`src/inc/ldm_pkg.sv`:
```
// Constants for the dimming mode control block: timing, levels and states.
// Assumes a 100 MHz system clock; the analog side reads the reference code.
package ldm_pkg;
  localparam int unsigned CLK_MHZ = 100;
  localparam int unsigned DETECT_DELAY_US = 100;
  localparam int unsigned LOW_DETECT_US = 260;
  localparam int unsigned DETECT_WINDOW_US = 1000;
  localparam int unsigned SHUTDOWN_US = 2500;
  // Least times round up, longest times round down; all are whole microseconds here.
  localparam int unsigned DETECT_DELAY_CYC = DETECT_DELAY_US * CLK_MHZ;
  localparam int unsigned LOW_DETECT_CYC = LOW_DETECT_US * CLK_MHZ + 1;
  localparam int unsigned DETECT_WINDOW_CYC = DETECT_WINDOW_US * CLK_MHZ;
  localparam int unsigned SHUTDOWN_CYC = SHUTDOWN_US * CLK_MHZ + 1;
  localparam int unsigned TMR_W = 18;
  localparam int unsigned LEVEL_W = 5;
  localparam int unsigned REF_W = 8;
  localparam logic [LEVEL_W-1:0] LEVEL_FULL = 5'h1f;
  localparam logic [REF_W-1:0] REF_FULL_MV = 8'hc8;
  localparam int unsigned AVG_W = 8;
  localparam logic [AVG_W-1:0] AVG_FULL = 8'hff;
  typedef enum logic [3:0] {
    LDM_OFF = 4'h1,
    LDM_DETECT = 4'h2,
    LDM_PWM = 4'h4,
    LDM_WIRE = 4'h8
  } ldm_state_t;
endpackage : ldm_pkg

```
`src/ldm_level_rom.sv`:
```
// Maps a 5-bit brightness code to the feedback reference in millivolts.
// Read data are registered; one cycle latency.
`timescale 1ns/100ps
`default_nettype none
module ldm_level_rom (
  input wire logic clk, // System clock.
  input wire logic [ldm_pkg::LEVEL_W-1:0] code, // Brightness code.
  output logic [ldm_pkg::REF_W-1:0] mv_ff // Reference in mV.
);
  import ldm_pkg::*;
  logic [REF_W-1:0] nxt_mv;
  // Steps grow with the code for a near-logarithmic brightness curve.
  always_comb begin
    case (code)
      5'h00: nxt_mv = 8'h00;
      5'h01: nxt_mv = 8'h05;
      5'h02: nxt_mv = 8'h08;
      5'h03: nxt_mv = 8'h0b;
      5'h04: nxt_mv = 8'h0e;
      5'h05: nxt_mv = 8'h11;
      5'h06: nxt_mv = 8'h14;
      5'h07: nxt_mv = 8'h17;
      5'h08: nxt_mv = 8'h1a;
      5'h09: nxt_mv = 8'h1d;
      5'h0a: nxt_mv = 8'h20;
      5'h0b: nxt_mv = 8'h23;
      5'h0c: nxt_mv = 8'h26;
      5'h0d: nxt_mv = 8'h2c;
      5'h0e: nxt_mv = 8'h32;
      5'h0f: nxt_mv = 8'h38;
      5'h10: nxt_mv = 8'h3e;
      5'h11: nxt_mv = 8'h44;
      5'h12: nxt_mv = 8'h4a;
      5'h13: nxt_mv = 8'h50;
      5'h14: nxt_mv = 8'h56;
      5'h15: nxt_mv = 8'h5c;
      5'h16: nxt_mv = 8'h62;
      5'h17: nxt_mv = 8'h68;
      5'h18: nxt_mv = 8'h74;
      5'h19: nxt_mv = 8'h80;
      5'h1a: nxt_mv = 8'h8c;
      5'h1b: nxt_mv = 8'h98;
      5'h1c: nxt_mv = 8'ha4;
      5'h1d: nxt_mv = 8'hb0;
      5'h1e: nxt_mv = 8'hbc;
      default: nxt_mv = 8'hc8;
    endcase
  end
  always_ff @(posedge clk) begin
    mv_ff <= nxt_mv;
  end
endmodule : ldm_level_rom
`default_nettype wire

```
`src/ldm_mode_ctrl.sv`:
```
// Dimming mode control: watches the control pin after each enable, picks PWM
// or one-wire mode, and produces the feedback reference code in millivolts.
// Assumes ctrl_pin is synchronous to clk and that an external decoder delivers
// decoded one-wire brightness codes with a one-cycle strobe.
`timescale 1ns/100ps
`default_nettype none
module ldm_mode_ctrl #(
  parameter int unsigned DELAY_CYC = ldm_pkg::DETECT_DELAY_CYC, // Detect delay.
  parameter int unsigned LOWDET_CYC = ldm_pkg::LOW_DETECT_CYC, // Low-detect time.
  parameter int unsigned WINDOW_CYC = ldm_pkg::DETECT_WINDOW_CYC, // Window length.
  parameter int unsigned SHDN_CYC = ldm_pkg::SHUTDOWN_CYC // Shutdown low time.
) (
  input wire logic clk, // System clock, 100 MHz.
  input wire logic srst, // Power-on reset, synchronous, active high.
  input wire logic ctrl_pin, // Control pin level.
  input wire logic level_valid, // Decoded brightness command strobe.
  input wire logic [ldm_pkg::LEVEL_W-1:0] level_code, // Decoded brightness code.
  output logic enabled_ff, // Device out of shutdown.
  output logic wire_mode_ff, // One-wire digital mode selected.
  output logic detecting_ff, // Detection window open.
  output logic [ldm_pkg::LEVEL_W-1:0] level_ff, // Stored brightness code.
  output logic [ldm_pkg::REF_W-1:0] feedback_reference_voltage_ff // Reference, mV.
);
  import ldm_pkg::*;

  ldm_state_t state_ff;
  ldm_state_t nxt_state;
  logic pin_d_ff;
  logic [TMR_W-1:0] win_cnt_ff;
  logic [TMR_W-1:0] nxt_win_cnt;
  logic [TMR_W-1:0] low_cnt_ff;
  logic [TMR_W-1:0] nxt_low_cnt;
  logic low_after_delay_ff;
  logic nxt_low_after_delay;
  logic [LEVEL_W-1:0] nxt_level;
  logic [AVG_W-1:0] avg_ff;
  logic [AVG_W+7:0] avg_acc_ff;
  logic [AVG_W+7:0] nxt_avg_acc;
  logic [REF_W-1:0] wire_mv;
  logic [REF_W-1:0] nxt_reference;

  // Pin edges against the previous sample. The sample resets low, the shutdown
  // level of the pin, so a pin already high at reset release counts as an enable.
  wire rise = ctrl_pin & ~pin_d_ff;
  wire fall = ~ctrl_pin & pin_d_ff;

  // Window, delay and low-time decodes, all in clock cycles.
  wire low_qual = low_cnt_ff >= TMR_W'(LOWDET_CYC);
  wire shdn_hit = low_cnt_ff >= TMR_W'(SHDN_CYC);
  wire in_window = win_cnt_ff < TMR_W'(WINDOW_CYC);
  wire delay_done = win_cnt_ff >= TMR_W'(DELAY_CYC);
  // Low time only counts once it began after the detect delay.
  wire entry_ok = low_after_delay_ff & low_qual & in_window & ~ctrl_pin;

  always_comb begin
    nxt_state = state_ff;
    case (state_ff)
      LDM_OFF: begin
        if (rise) begin
          nxt_state = LDM_DETECT;
        end
      end
      LDM_DETECT: begin
        if (entry_ok) begin
          nxt_state = LDM_WIRE;
        end else if (!in_window) begin
          nxt_state = LDM_PWM;
        end
      end
      // Either mode stays fixed until a long low forces shutdown.
      LDM_PWM: begin
        if (shdn_hit) begin
          nxt_state = LDM_OFF;
        end
      end
      LDM_WIRE: begin
        if (shdn_hit) begin
          nxt_state = LDM_OFF;
        end
      end
      default: begin
        nxt_state = LDM_OFF;
      end
    endcase
  end

  always_ff @(posedge clk) begin
    if (srst) begin
      state_ff <= LDM_OFF;
    end else begin
      state_ff <= nxt_state;
    end
  end

  always_ff @(posedge clk) begin
    if (srst) begin
      pin_d_ff <= 1'b0;
    end else begin
      pin_d_ff <= ctrl_pin;
    end
  end

  // Window counter runs from the enabling edge and saturates.
  assign nxt_win_cnt = (state_ff == LDM_OFF) ? '0
                     : in_window ? win_cnt_ff + TMR_W'(1) : win_cnt_ff;
  always_ff @(posedge clk) begin
    if (srst) begin
      win_cnt_ff <= '0;
    end else begin
      win_cnt_ff <= nxt_win_cnt;
    end
  end

  // Low-time counter, shared by entry detection and shutdown. It saturates, so a
  // pin parked low in shutdown never wraps back into a short low count.
  assign nxt_low_cnt = ctrl_pin ? '0
                     : shdn_hit ? low_cnt_ff : low_cnt_ff + TMR_W'(1);
  always_ff @(posedge clk) begin
    if (srst) begin
      low_cnt_ff <= '0;
    end else begin
      low_cnt_ff <= nxt_low_cnt;
    end
  end

  // A low qualifies only if its falling edge came after the detect delay.
  assign nxt_low_after_delay = ctrl_pin ? 1'b0
                             : fall ? delay_done : low_after_delay_ff;
  always_ff @(posedge clk) begin
    if (srst) begin
      low_after_delay_ff <= 1'b0;
    end else begin
      low_after_delay_ff <= nxt_low_after_delay;
    end
  end

  // Commands count only in one-wire mode; in any other state they are dropped.
  // The stored level is set back to LEVEL_FULL only by srst, never by shutdown.
  assign nxt_level = (level_valid && state_ff == LDM_WIRE) ? level_code : level_ff;
  always_ff @(posedge clk) begin
    if (srst) begin
      level_ff <= LEVEL_FULL;
    end else begin
      level_ff <= nxt_level;
    end
  end

  ldm_level_rom u_rom (
    .clk(clk),
    .code(level_ff),
    .mv_ff(wire_mv)
  );

  // First-order average of the pin as a logic level; drive voltage plays no part.
  // Settles to duty times full scale with a 256-cycle time constant.
  wire [AVG_W+7:0] avg_in = ctrl_pin ? {AVG_FULL, 8'hff} : '0;
  wire [AVG_W+7:0] avg_step = (avg_in >> 8) - (avg_acc_ff >> 8);
  assign nxt_avg_acc = avg_acc_ff + avg_step;
  always_ff @(posedge clk) begin
    if (srst) begin
      avg_acc_ff <= '0;
    end else begin
      avg_acc_ff <= nxt_avg_acc;
    end
  end
  always_ff @(posedge clk) begin
    if (srst) begin
      avg_ff <= '0;
    end else begin
      avg_ff <= avg_acc_ff[AVG_W+7:8];
    end
  end

  // Scale 0..255 to 0..200 mV; full high reads full scale.
  wire [AVG_W+REF_W-1:0] pwm_prod = (AVG_W+REF_W)'(avg_ff) * (AVG_W+REF_W)'(REF_FULL_MV);
  wire [REF_W-1:0] pwm_mv = (avg_ff == AVG_FULL) ? REF_FULL_MV
                           : pwm_prod[AVG_W+REF_W-1:AVG_W];
  // Detection runs on the PWM path, as PWM is the fallback; shutdown reads zero.
  assign nxt_reference = (state_ff == LDM_WIRE) ? wire_mv
                       : (state_ff == LDM_OFF) ? '0 : pwm_mv;

  always_ff @(posedge clk) begin
    if (srst) begin
      enabled_ff <= 1'b0;
      wire_mode_ff <= 1'b0;
      detecting_ff <= 1'b0;
    end else begin
      enabled_ff <= state_ff != LDM_OFF;
      wire_mode_ff <= state_ff == LDM_WIRE;
      detecting_ff <= state_ff == LDM_DETECT;
    end
  end

  always_ff @(posedge clk) begin
    if (srst) begin
      feedback_reference_voltage_ff <= '0;
    end else begin
      feedback_reference_voltage_ff <= nxt_reference;
    end
  end
endmodule : ldm_mode_ctrl
`default_nettype wire

```
`config.mk`:
```
export PLATFORM = sky130hd
export DESIGN_NAME = ldm_mode_ctrl
export DESIGN_NICKNAME = d
export VERILOG_FILES = /design/src/inc/ldm_pkg.sv /design/src/ldm_level_rom.sv /design/src/ldm_mode_ctrl.sv
export SDC_FILE = /design/constraint.sdc
export NUM_CORES = 1
export LEC_CHECK = 0
export BUFFER_PORTS_ARGS = -buffer_cell sky130_fd_sc_hd__buf_4
export CAP_MARGIN = 20
export CELL_PAD_IN_SITES_DETAIL_PLACEMENT = 0
export CELL_PAD_IN_SITES_GLOBAL_PLACEMENT = 1
export CORE_MARGIN = 2
export CORE_UTILIZATION = 48
export CTS_CLUSTER_DIAMETER = 80
export CTS_CLUSTER_SIZE = 14
export DETAILED_ROUTE_END_ITERATION = 7
export MAX_ROUTING_LAYER = met4
export PLACE_DENSITY = 0.83
export SLEW_MARGIN = 20
export SYNTH_ARGS = -nofsm -noshare
export SYNTH_HDL_FRONTEND = slang
export SYNTH_SLANG_ARGS = --single-unit
```
`constraint.sdc`:
```
create_clock -name clk -period 5 [get_ports clk]
set_clock_uncertainty 0.15 [all_clocks]
set_input_delay 0.75 -clock clk [delete_from_list [all_inputs] [get_ports clk]]
set_output_delay 0.75 -clock clk [all_outputs]
set_load 0.005 [all_outputs]
```
Word-level counts from Yosys, hierarchy flattened
Memory sizes are Yosys's and may differ from the RTL's. A register that Yosys moved wholly into a read port is not among the register bits.
Index checks and enable logic that the tools add are counted.
Widths: inputs -> output; s select.
{"block": "word_totals", "in_bits": 9, "memories": 1, "romBits": 256, "ff_bits": 82}
{"memory": "(no name shown)", "words": 32, "width": 8, "rd": 1, "rd_clocked_by_memory_dff": 1, "wr": 0, "line_no": "ldm_level_rom.sv:14", "rtl": "case (code)"}
{"block": "classes", "bitwise": 7, "n_mux": 9, "magnitude_cmp": 4, "mul": 1, "addsub": 4, "eq_ne": 9, "n_reduce_logical": 5}
{"cell": "$add 18x1->18 const B", "n": 2}
{"cell": "$mux 8", "n": 3}
{"cell": "$ge 18x14->1 const B", "n": 1}
{"cell": "$ge 18x15->1 const B", "n": 1}
{"cell": "$ge 18x18->1 const B", "n": 1}
{"cell": "$lt 18x17->1 const B", "n": 1}
{"cell": "$add 16x16->16", "n": 1}
{"cell": "$mux 16", "n": 1}
{"cell": "$mux 4", "n": 4}
{"cell": "$mul 8x5->13 const B", "n": 1}
{"cell": "$pmux 4 s3", "n": 1}
{"cell": "$sub 8x8->9", "n": 1}
{"cell": "$eq 8x8->1 const B", "n": 1}
{"cell": "$reduce_or 2->1", "n": 3}
{"cell": "$and 1x1->1", "n": 5}
{"cell": "$eq 4x1->1 const B", "n": 1}
{"cell": "$eq 4x2->1 const B", "n": 1}
{"cell": "$eq 4x3->1 const B", "n": 1}
{"cell": "$eq 4x4->1 const B", "n": 1}
{"cell": "$ne 4x1->1 const B", "n": 1}
{"cell": "$ne 3x3->1 const B", "n": 1}
{"cell": "$reduce_and 3->1", "n": 1}
{"cell": "$ne 2x1->1 const B", "n": 1}
{"cell": "$ne 2x2->1 const B", "n": 1}
{"cell": "2 further kinds", "n": 3}

Longest topological paths before layout
Gate-level depths: netlist of the first run.
{"block": "logic_depth", "word_depth": 6, "mapped_depth": 15}

Modules after synthesis
A second synthesis of the first run with hierarchy kept.
{"block": "hier_totals", "cells_unflattened": 622, "hier_area_um2": 5434.0}
{"module": "ldm_mode_ctrl", "cells_each": 561, "area_per_inst_um2": 4878.4, "instances": 1}
{"module": "ldm_level_rom", "cells_each": 61, "area_per_inst_um2": 555.5, "instances": 1}

Worst setup path after synthesis of the first run
No wires, ideal clock.
{"block": "synth_timing", "path_kind": "input to register", "start": "input ctrl_pin", "end": "register avg_acc_ff[15]", "setup_slack_ns": 1.022, "arrival_time_ns": 3.706, "stages": 15, "required_ns": 4.728, "path_cell_list": "inv_1 > ha_1 > inv_1 > fa_1 > a21oi_1 > or3b_2 > nand3_1 > nand2_1 > ha_1 > a21o_1 > a211o_1 > a31oi_1 > a2bb2oi_1 > nor4b_1 > a311o_1"}
{"block": "synth_between", "elab_chain_len": 3}
{"element": "from (decl)", "line_no": "ldm_mode_ctrl.sv:15", "rtl": "input wire logic ctrl_pin,"}
{"element": "$mux 16", "line_no": "ldm_mode_ctrl.sv:156", "rtl": "wire [AVG_W+7:0] avg_in = ctrl_pin ? {AVG_FULL, 8'hff} : '0;"}
{"element": "$sub 8x8->9", "line_no": "ldm_mode_ctrl.sv:157", "rtl": "wire [AVG_W+7:0] avg_step = (avg_in >> 8) - (avg_acc_ff >> 8);"}
{"element": "$add 16x16->16", "line_no": "ldm_mode_ctrl.sv:158", "rtl": "assign nxt_avg_acc = avg_acc_ff + avg_step;"}
{"element": "to (signal assigned)", "line_no": "ldm_mode_ctrl.sv:163", "rtl": "avg_acc_ff <= nxt_avg_acc;"}
{"element": "to (decl)", "line_no": "ldm_mode_ctrl.sv:37", "rtl": "logic [AVG_W+7:0] avg_acc_ff;"}
No other way between the ends.
A chain may end at the register's enable or synchronous reset.

Worst setup path after layout of the first run
Ends and elaborated chain as after synthesis.

==> metrics.csv, run 1 <==
stage,metric,value,unit
synth,Mapped Cells,622,
setup_path,crit start category,input port,
clock_tree,total CTS buffers,9,
pwr,combinational share of power,0.467,
synth,Synth Register Bits,90,
sta,fmax,234,MHz
layout,share of cells above drive strength 1,0.0855,
pwr,Switching Fraction,0.379,
setup_path,Worst EP required,5.08,ns
placed_design,port buffer count,24,
clock_tree,CTS sink cnt,90,
setup_path,crit path max fanout,12,
sta,Finish-stage setup viols,0,
layout,Synth-to-Final Area Change,10.6,%
synth,dominant cells by area after synthesis,"dfxtp_1 (33%), ha_1 (15%), nor2_1 (5.1%)",
clock_tree,Clock transition at path regs,0.06,ns
synth,number of synthesized flops with an enable pin,0,
die,Die Wd,110,um
global_route,GRT Residual Overflow,0,
synth,Netlist cell types,61,
clock_tree,CTS Buffer Depth,2,
synth,asr flop ratio synth,0,
pwr,Cell Pwr Density,469,nW/um2
setup_path,Arrival @ worst endpoint,4.36,ns
route,via-per-instance ratio,5.51,
layout,"Non-Filler Cell Area, Final",5990,um2
min_path,Hold Crit Class,register to register,
setup_path,CP cell instances,buf_4 -> inv_1 -> ha_1 -> inv_1 -> fa_1 -> a21oi_1 -> or3b_2 -> nand3b_1 -> xor2_1 -> ha_1 -> a2111oi_0 -> o21ai_0 -> a31oi_1 -> a2bb2oi_1 -> nor4b_1 -> a311o_1,
route,final wirelength,10900,um
route,DR pass1 iterations,4,
layout,Layout Nets,716,
clock_tree,CTS tree,done,
sta,Min Hold Slack,0.278,ns
clock_tree,postcts setup bufs,0,
sta,Slew Limit Fails,0,
sta,worst relative slew slack,0.335,
route,DRT antenna net count,0,
placed_design,Placer Congestion,0.810,
clock_tree,post-CTS sizing,0,
pwr,leak pwr,0.00259,uW
pwr,Pwr Total,2810,uW
route,Via Count,4316,
synth,Synth area leader,dfxtp_1,
global_route,met1 usage,0.260,
sta,period utilization,0.855,
setup_path,slowest cell on the critical path,or3b_2,
synth,Synth Flop Type,dfxtp_1,
die,die extent in y,110,um
clock_tree,worst skew pair latency,0.35,ns
global_route,met2 track demand over resource,0.313,
pwr,Flop pwr share,0.305,
synth,yosys warns,0,
placed_design,HPWL after detailed placement,7980,um
synth,Mean Syn Cell Area,8.71,um2
global_route,GR Layer Usage met3,0.0423,
route,DRC viols,0,
sta,final hold violations,0,
die,# rows,38,
global_route,initial antenna violation count,0,
synth,"Seq/Total Area, Yosys",0.332,
sta,RSZ-0062 raised after global routing,no,
global_route,vias in the first global route,4065,
pwr,Psw,1070,uW
setup_path,max incr delay on CP,0.48,ns
route,Starting DRT DRC Count,221,
setup_path,"CP delay by family, top",compound AO/OA/AOI/OAI gates,
setup_path,Critical Path End Type,register,
sta,Fin Setup TNS,0,ns
setup_path,Setup CP Type,input port to register,
global_route,pin count of the biggest net entering global routing,44,
global_route,first-pass GRT wire length,18800,um
pwr,Clock Power Share,0.228,
sta,min Tclk post-route,4.28,ns
sta,slew at the pin closest to its max-slew limit,0.988,ns
job,max-cap violations,0,
die,die area,12200,um2
synth,syn_nets,700,
layout,# diodes,0,
synth,Synth Cell Area,5420,um2
die,core box area,10900,um2
global_route,overall routing resource usage,0.201,
clock_tree,H-tree depth,3,
clock_tree,hold-fix buffers at CTS,0,
die,Starting Density,0.496,
synth,Yosys top cell area share,0.332,
route,WL/cell,13.9,um
pwr,Worst IR Drop VDD,0.350,mV
global_route,grt peak-use layer,met2,
outcome,status,completed,
placed_design,placed cell area,5710,um2
setup_path,"Buf+Inv Stages, Crit Path",3,
die,number of I/O pins,25,
clock_tree,CTS Root Cell,clkbuf_16,
pwr,internal power,1740,uW
[cells by family after synthesis]
| group | after synthesis | share of synthesized area |
|---|---|---|
| AO/OA/AOI/OAI | 145 | 0.179 |
| XOR/XNOR | 53 | 0.0857 |
| adder cells (fa/ha/maj) | 69 | 0.166 |
| buffers and inverters | 59 | 0.0418 |
| flip-flops | 90 | 0.332 |
| multiplexers | 5 | 0.00970 |
| AND/OR/NAND/NOR | 201 | 0.185 |
[cell type report]
cell class	count	area, um2
clock buffers	10	239
clock inverters	6	42.5
fillers	1021	4940
inverters	37	139
multi-input cells	473	3390
flip-flops and latches	90	1800
well taps	140	175
repair buffers	27	203
[final timing paths]
| check | start | endpoint | slack, ns | cells after the start |
|---|---|---|---|---|
| max | ctrl_pin | avg_acc_ff[15]$_SDFF_PP0_ | 0.72 | 16 |
| min | u_rom.mv_ff[6]$_SDFF_PN0_ | feedback_reference_voltage_ff[6]$_SDFF_PP0_ | 0.28 | 1 |
| max reg2reg | avg_acc_ff[8]$_SDFF_PP0_ | avg_acc_ff[15]$_SDFF_PP0_ | 1.05 | 14 |
| min reg2reg | u_rom.mv_ff[6]$_SDFF_PN0_ | feedback_reference_voltage_ff[6]$_SDFF_PP0_ | 0.28 | 1 |
[synth_stat cells (all sizes together) (4+ instances only)]
master,count
xor2,27
inv,37
ha,64
clkbuf,15
a21oi,34
a21o,13
buf,7
a211o,5
and3,7
nor4b,5
a211oi,6
o21ai,34
nor2,74
nor4,11
nand3,16
o21bai,4
nand2b,8
nand2,29
a31oi,6
or2,5
o211ai,7
o21a,5
dfxtp,90
nor3,12
nor2b,12
o2111ai,4
xnor2,26
a311o,4
fa,5
[worst register-to-register path: stages, from the launching register on]
cell and delay, ns:
dfxtp_1 0.36, ha_1 0.20, inv_1 0.06, fa_1 0.20, a21oi_1 0.09, or3b_2 0.48, nand3b_1 0.11, xor2_1 0.22
ha_1 0.29, a2111oi_0 0.42, o21ai_0 0.24, a31oi_1 0.37, a2bb2oi_1 0.16, nor4b_1 0.18, a311o_1 0.28
[stage by stage]
stage / setup slack, ns / cells / util
3_3_place_gp: 0.529 / 767 / 0.522
5_1_grt: 0.459 / 783 / 0.548
4_1_cts: 0.736 / 783 / 0.548
6_report: 0.723 / 783 / 0.548
3_5_place_dp: 0.411 / 767 / 0.522
2_1_floorplan: 1.02 / 622 / -
[placed cells by master, fill, tap and decap left out, drive strengths merged, types with 16 or more instances in the layout]
| cell | instances |
|---|---|
| inv | 37 |
| buf | 27 |
| xor2 | 27 |
| nand3 | 16 |
| nor2 | 74 |
| ha | 64 |
| xnor2 | 26 |
| dfxtp | 90 |
| nand2 | 29 |
| a21oi | 34 |
| o21ai | 34 |
[power groups by stage]
stage	registers, uW	logic (uW)	clock network [uW]
global placement	874	1260	0
CTS	857	1310	660
detailed placement	873	1300	0
floorplan	859	1050	0
global route	868	1500	687
finish	857	1310	639
[per-layer routing]
metal / up-vias / wire length [um] / part of all wire
li1: 2238 / - / -
met1: 2009 / 5490 / 0.50
met2: 53 / 4890 / 0.45
met3: 16 / 312 / 0.029
met4: 0 / 200 / 0.018
met5: - / 0 / 0
[registers in the layout, summed over array words and instances (netlist names)]
register                       cells
avg_acc_ff                        16
avg_ff                             8
detecting_ff                       1
enabled_ff                         1
feedback_reference_voltage_ff      8
level_ff                           5
low_after_delay_ff                 1
low_cnt_ff                        18
pin_d_ff                           1
state_ff                           4
u_rom.mv_ff                        8
win_cnt_ff                        18
wire_mode_ff                       1
Note: power is estimated with default switching activity, not from simulation.
==> inputs of run 2 (changes only) <==
CORE_ASPECT_RATIO = 1.5   (was not set)
==> run 2 against run 1 <==
Die area up 0.15%. Count of clock-buffer cells in the layout up 3. First-iteration DRC count down 41%. Sequential power about the same. Via count up 2.1%. Clock power down 2%. Worst setup slack worse by 0.026 ns. Fmax down 0.61%. Global-route usage down 0.99 points. Critical path depth unchanged. Final cell count up 0.89%.
==> metrics.csv, run 2 (synthesized netlist as in run 1, its figures left out) <==
stage,metric,value,unit,change
outcome,status,completed,,
route,DR pass1 iterations,6,,+2
layout,layout filler cell count,1046,,+2.4%
setup_path,max incr delay on CP,0.49,ns,about the same
layout,Synth-to-Final Area Change,10.6,%,about the same
min_path,Hold Crit Class,register to register,,
clock_tree,CTS Buffer Depth,2,,unchanged
die,# rows,47,,+24%
placed_design,HPWL after detailed placement,8230,um,+3.1%
pwr,Pwr Total,2820,uW,+0.27%
setup_path,crit path max fanout,12,,unchanged
global_route,first-pass GRT wire length,18900,um,+0.18%
clock_tree,CTS sink cnt,90,,unchanged
sta,Slew Limit Fails,0,,unchanged
sta,worst relative slew slack,0.490,,+0.155
clock_tree,postcts setup bufs,0,,unchanged
sta,Finish-stage setup viols,0,,unchanged
layout,# diodes,0,,unchanged
die,Die Wd,90.8,um,-18%
setup_path,r2r setup slk,1.04,ns,about the same
route,Via Count,4408,,+2.1%
clock_tree,Clock transition at path regs,0.06,ns,about the same
pwr,Worst IR Drop VDD,0.434,mV,+24%
route,DRT antenna net count,0,,unchanged
sta,slew at the pin closest to its max-slew limit,0.763,ns,-0.225 ns
placed_design,port buffer count,24,,unchanged
route,DRC viols,0,,unchanged
layout,Layout Nets,717,,+0.14%
layout,"commonest non-fill, non-tap cells in the layout","dfxtp_1 (90), nor2_1 (74), ha_1 (64)",,
global_route,overall routing resource usage,0.191,,-0.00992
sta,min Tclk post-route,4.30,ns,+0.0265 ns
setup_path,Worst EP required,5.07,ns,about the same
route,final wirelength,11100,um,+2.2%
sta,final hold violations,0,,unchanged
setup_path,CP cell instances,buf_4 -> inv_1 -> ha_1 -> inv_1 -> fa_1 -> a21oi_1 -> or3b_2 -> nand3_1 -> nand2_1 -> ha_1 -> a21o_1 -> a211o_1 -> a31oi_1 -> a2bb2oi_1 -> nor4b_1 -> a311o_1,,
setup_path,slowest cell on the critical path,or3b_2,,
clock_tree,hold-fix buffers at CTS,0,,unchanged
clock_tree,worst skew pair latency,0.34,ns,about the same
global_route,vias in the first global route,4179,,+2.8%
clock_tree,total CTS buffers,9,,unchanged
job,max-cap violations,0,,unchanged
layout,Sequential Area,1800,um2,unchanged
clock_tree,CTS tree,done,,
die,core box area,11000,um2,+0.56%
global_route,initial antenna violation count,0,,unchanged
setup_path,Critical Path End Type,register,,
sta,Fin Setup TNS,0,ns,unchanged
pwr,leak pwr,0.00259,uW,about the same
setup_path,Setup CP Type,input port to register,,
placed_design,Placer Congestion,0.850,,+4.9%
die,die extent in y,134,um,+22%
layout,Top Registers,"low_cnt_ff (18), win_cnt_ff (18), avg_acc_ff (16)",,
pwr,Cell Pwr Density,470,nW/um2,+0.19%
sta,fmax,232,MHz,-0.61%
layout,multi-input logic area,3390,um2,unchanged
clock_tree,H-tree depth,3,,unchanged
layout,share of cells above drive strength 1,0.0824,,-0.00311
global_route,pin count of the biggest net entering global routing,44,,unchanged
global_route,GRT Residual Overflow,0,,unchanged
route,WL/cell,14.1,um,+1.3%
die,number of I/O pins,25,,unchanged
die,Starting Density,0.493,,-0.00276
clock_tree,post-CTS sizing,0,,unchanged
setup_path,crit start category,input port,,
clock_tree,CTS Root Cell,clkbuf_16,,
sta,RSZ-0062 raised after global routing,no,,
route,via-per-instance ratio,5.58,,+1.2%
route,Starting DRT DRC Count,130,,-41%
setup_path,Arrival @ worst endpoint,4.38,ns,+0.02 ns
layout,"commonest non-fill, non-tap cell in the layout",dfxtp_1,,
sta,period utilization,0.861,,+0.00529
die,die area,12200,um2,+0.15%
## run 2: cell types whose count changed in the layout (fill, tap and decap cells not counted), sizes merged
| cell | previous run | this run |
|---|---|---|
| clkinv | 4 | 1 |
| clkinvlp | 2 | 1 |
| clkbuf | 10 | 14 |
## run 2: critical path: cells and delay by family
kind	cells	cell delay (ns)
buffers and inverters	3	0.34
AND/OR/NAND/NOR	4	1.03
AO/OA/AOI/OAI	6	1.40
adder cells (fa/ha/maj)	3	0.83
## run 2: routing by layer
layer  wire length (um)  vias to the layer above  global-route usage
met2               5570                       97               0.337
met3                338                       18              0.0354
met1               5010                     2058               0.217
met4                211                        0              0.0675
met5                  0                        -                   -
li1                   -                     2235                   -
## run 2: cell type report
class                           instances  share of cell area
Clock inverter                          2             0.00209
Timing Repair Buffer                   28              0.0346
Multi-Input combinational cell        473               0.566
Tap cell                              147              0.0307
Clock buffer                           13              0.0434
Inverter                               37              0.0232
Sequential cell                        90               0.301
## run 2: where the power goes
| group | switching, uW | internal (uW) |
|---|---|---|
| registers | 53.6 | 806 |
| clock network | 268 | 361 |
| logic | 742 | 585 |
| total | 1060 | 1750 |
## run 2: through the flow
stage	setup slack [ns]	area, um2	util	cells	hold WS (ns)
6_report	0.697	6000	0.545	790	0.276
5_1_grt	0.479	6000	0.545	790	0.290
2_1_floorplan	1.02	5420	-	622	0.251
4_1_cts	0.722	5990	0.545	789	0.281
3_5_place_dp	0.363	5720	0.520	774	0.264
3_3_place_gp	0.499	5720	0.520	774	0.259
## run 2: worst paths after layout
kind / startpoint / endpoint / depth (start not counted)
worst max-delay path: ctrl_pin / avg_acc_ff[15]$_SDFF_PP0_ / 16
worst min-delay path: u_rom.mv_ff[3]$_DFF_P_ / feedback_reference_voltage_ff[3]$_SDFF_PP0_ / 1
worst max register to register: avg_acc_ff[8]$_SDFF_PP0_ / avg_acc_ff[15]$_SDFF_PP0_ / 14
worst min register to register: u_rom.mv_ff[3]$_DFF_P_ / feedback_reference_voltage_ff[3]$_SDFF_PP0_ / 1
==> inputs of run 3 (changes only) <==
ABC_AREA = 1   (was not set)
CORE_UTILIZATION = 46   (was 48)
==> run 3 against run 2 <==
Critical path depth grew 7. Via count grew 14%. Die area increased by 11%. Global-route usage increased by 1.1 points. Synthesized cell count up 29%. Total power is 9.6% higher. Worst hold slack better by 0.0090 ns. First-iteration DRC count is 22% higher. Sequential share of layout area fell by 2.2 points. Count of clock-buffer cells in the layout decreased by 3. Flip-flop and latch count unchanged.
==> metrics.csv, run 3 <==
stage,metric,value,unit,change
route,DR pass1 iterations,4,,-2
layout,share of cells above drive strength 1,0.0986,,+0.0161
clock_tree,worst skew pair latency,0.35,ns,about the same
route,final wirelength,12700,um,+14%
synth,commonest cells in the netlist,"nand2_1 (165), inv_1 (109), dfxtp_1 (90)",,
layout,multi-input logic area,3520,um2,+3.9%
synth,Yosys top cell area share,0.311,,-0.0217
die,# rows,50,,+6.4%
synth,dominant cells by area after synthesis,"dfxtp_1 (31%), ha_1 (14%), nand2_1 (11%)",,
layout,Top Registers,"low_cnt_ff (18), win_cnt_ff (18), avg_acc_ff (16)",,
setup_path,r2r setup slk,1.74,ns,+0.70 ns
outcome,status,completed,,
synth,Synth Register Bits,90,,unchanged
clock_tree,total CTS buffers,9,,unchanged
global_route,vias in the first global route,5000,,+20%
layout,Layout Nets,905,,+26%
layout,# diodes,0,,unchanged
pwr,Cell Pwr Density,477,nW/um2,+1.7%
die,Starting Density,0.468,,-0.0247
sta,Slew Limit Fails,0,,unchanged
setup_path,"Buf+Inv Stages, Crit Path",4,,+1
synth,yosys warns,0,,unchanged
synth,most common cell in the netlist,nand2_1,,
route,DR WL met2,6560,um,+18%
placed_design,DP Cell Count,972,,+26%
synth,Post-Synth Adder-Cell Area,0.155,,-0.0109
sta,Fin Setup TNS,0,ns,unchanged
synth,fraction of synthesized area in multiplexers,0,,-0.00970
clock_tree,CTS sink cnt,90,,unchanged
clock_tree,CTS Buffer Depth,2,,unchanged
sta,worst relative slew slack,0.496,,+0.00587
clock_tree,CTS Root Cell,clkbuf_16,,
synth,Synth Area in XOR/XNOR,0.0317,,-0.0539
layout,"commonest non-fill, non-tap cells in the layout","nand2_1 (165), inv_1 (109), dfxtp_1 (90)",,
sta,slew at the pin closest to its max-slew limit,0.755,ns,-0.00807 ns
setup_path,Arrival @ worst endpoint,3.68,ns,-0.70 ns
global_route,initial antenna violation count,0,,unchanged
layout,Sequential Area,1800,um2,unchanged
clock_tree,hold-fix buffers at CTS,0,,unchanged
synth,Synth Cell Area,5800,um2,+7.0%
synth,"Seq/Total Area, Yosys",0.311,,-0.0217
die,die extent in y,142,um,+5.5%
sta,min Tclk post-route,3.59,ns,-0.713 ns
clock_tree,CTS tree,done,,
route,DRT antenna net count,0,,unchanged
synth,asr flop ratio synth,0,,unchanged
clock_tree,H-tree depth,3,,unchanged
pwr,Pwr Total,3090,uW,+9.6%
route,WL/cell,12.9,um,-8.7%
die,number of I/O pins,25,,unchanged
pwr,Worst IR Drop VDD,0.340,mV,-22%
setup_path,most frequent CP cell,nand2_1,,
setup_path,slowest cell on the critical path,fa_1,,
placed_design,port buffer count,24,,unchanged
min_path,Hold Path Sink,feedback_reference_voltage_ff[0]$_SDFF_PP0_,,
global_route,first-pass GRT wire length,21600,um,+14%
setup_path,"CP delay by family, top",simple AND/OR/NAND/NOR gates,,
die,core box area,12400,um2,+13%
layout,Synth-to-Final Area Change,11.5,%,
synth,syn_nets,879,,+26%
layout,"non-filler cells, final",988,,+25%
setup_path,FF-to-FF path depth,23,,+9
route,Via Count,5040,,+14%
min_path,worst hold start,u_rom.mv_ff[0]$_SDFF_PP0_,,
setup_path,Worst EP required,5.09,ns,+0.02 ns
setup_path,crit path max fanout,10,,-2
sta,final hold violations,0,,unchanged
route,Starting DRT DRC Count,158,,+22%
synth,Post-Synth Simple-Gate Area,0.282,,+0.0962
layout,"commonest non-fill, non-tap cell in the layout",nand2_1,,
sta,fmax,279,MHz,+20%
route,met1 WL,5630,um,+12%
synth,largest family of logic cells by synthesized area,simple AND/OR/NAND/NOR gates,,
route,via-per-instance ratio,5.10,,-8.6%
setup_path,CP cell instances,buf_4 -> inv_1 -> ha_1 -> inv_1 -> fa_1 -> nand3_1 -> nand3_1 -> a21oi_1 -> o21ai_0 -> xor2_1 -> inv_1 -> ha_1 -> nand2_1 -> nor2_1 -> nand2_1 -> o211ai_1 -> nand3_1 -> nand2_1 -> nand3_1 -> nand2_1 -> nand2_1 -> nand2_1 -> nor2_1,,
synth,Synth area leader,dfxtp_1,,
placed_design,HPWL after detailed placement,9890,um,+20%
setup_path,max incr delay on CP,0.39,ns,-0.10 ns
synth,Mapped Cells,801,,+29%
sta,Finish-stage setup viols,0,,unchanged
pwr,leak pwr,0.00294,uW,+14%
synth,Mean Syn Cell Area,7.24,um2,-17%
global_route,GRT Residual Overflow,0,,unchanged
route,Max Used Layer,met4,,
die,die area,13500,um2,+11%
clock_tree,post-CTS sizing,0,,unchanged
placed_design,Placer Congestion,0.882,,+3.7%
setup_path,reg-to-reg critical path endpoint,avg_acc_ff[14]$_SDFF_PP0_,,
min_path,Hold Crit Class,register to register,,
synth,number of synthesized flops with an enable pin,0,,unchanged
route,DRC viols,0,,unchanged
global_route,pin count of the biggest net entering global routing,24,,-45%
route,routed wl met3,332,um,-1.8%
clock_tree,postcts setup bufs,0,,unchanged
sta,period utilization,0.718,,-0.143
job,max-cap violations,0,,unchanged
clock_tree,Clock transition at path regs,0.07,ns,about the same
sta,Min Hold Slack,0.285,ns,+0.00898 ns
sta,RSZ-0062 raised after global routing,no,,
synth,Synth Flop Type,dfxtp_1,,
global_route,overall routing resource usage,0.202,,+0.0110
synth,Netlist cell types,47,,-23%
setup_path,Setup CP Type,input port to register,,
die,Die Wd,95.7,um,+5.4%
setup_path,r2r startpoint,avg_acc_ff[10]$_SDFF_PP0_,,
setup_path,crit start category,input port,,
synth,post-synthesis compound-gate area fraction,0.139,,-0.0397
layout,layout filler cell count,1233,,+18%
min_path,Hold Crit Depth,2,,+1
setup_path,Critical Path End Type,register,,
## run 3: metrics by stage
stage	area, um2	worst slack, ns	utilization
final	6460	1.41	0.522
after global routing	6460	0.985	0.522
after CTS	6460	1.42	0.522
after detailed placement	6130	1.06	0.495
after global placement	6130	1.15	0.495
after floorplan	5800	1.59	-
## run 3: kinds of logic after synthesis
group           count (synthesis)
buf+inv                       124
fa+ha+maj                      69
compound gates                145
xor+xnor                       21
flops                          90
simple gates                  352
## run 3: power by group
group          total, uW  switching, uW  internal, uW  leakage (uW)
registers            927           77.2           850      0.000734
logic               1410            883           528       0.00205
clock network        747            294           453      0.000159
total               3090           1250          1830       0.00294
## run 3: routing by layer
layer  global-route usage  vias to the layer above
met3               0.0303                       14
met2                0.370                       68
met4               0.0609                        0
li1                     -                     2683
met5                    -                        -
met1                0.222                     2275
## run 3: how the worst max path moves through the flow
stage	start	endpoint	cells past startpoint
global placement	ctrl_pin	avg_acc_ff[14]$_SDFF_PP0_	22
detailed placement	ctrl_pin	avg_acc_ff[14]$_SDFF_PP0_	22
floorplan	ctrl_pin	avg_acc_ff[11]$_SDFF_PP0_	22
CTS	ctrl_pin	avg_acc_ff[14]$_SDFF_PP0_	22
finish	ctrl_pin	avg_acc_ff[11]$_SDFF_PP0_	23
global route	ctrl_pin	avg_acc_ff[14]$_SDFF_PP0_	22
## run 3: tightest hold or removal path: cells and delay by family (launching register included)
family          cells  cell delay [ns]
flops               1             0.31
simple gates        1             0.04
compound gates      1             0.05
## run 3: area by class of cell
type,instances,share of cell area
sequential,90,0.279
timing repair buffer,24,0.0279
tap,156,0.0302
clock buffer,10,0.0370
multi-input combinational,587,0.545
inverter,115,0.0672
clock inverter,6,0.0139
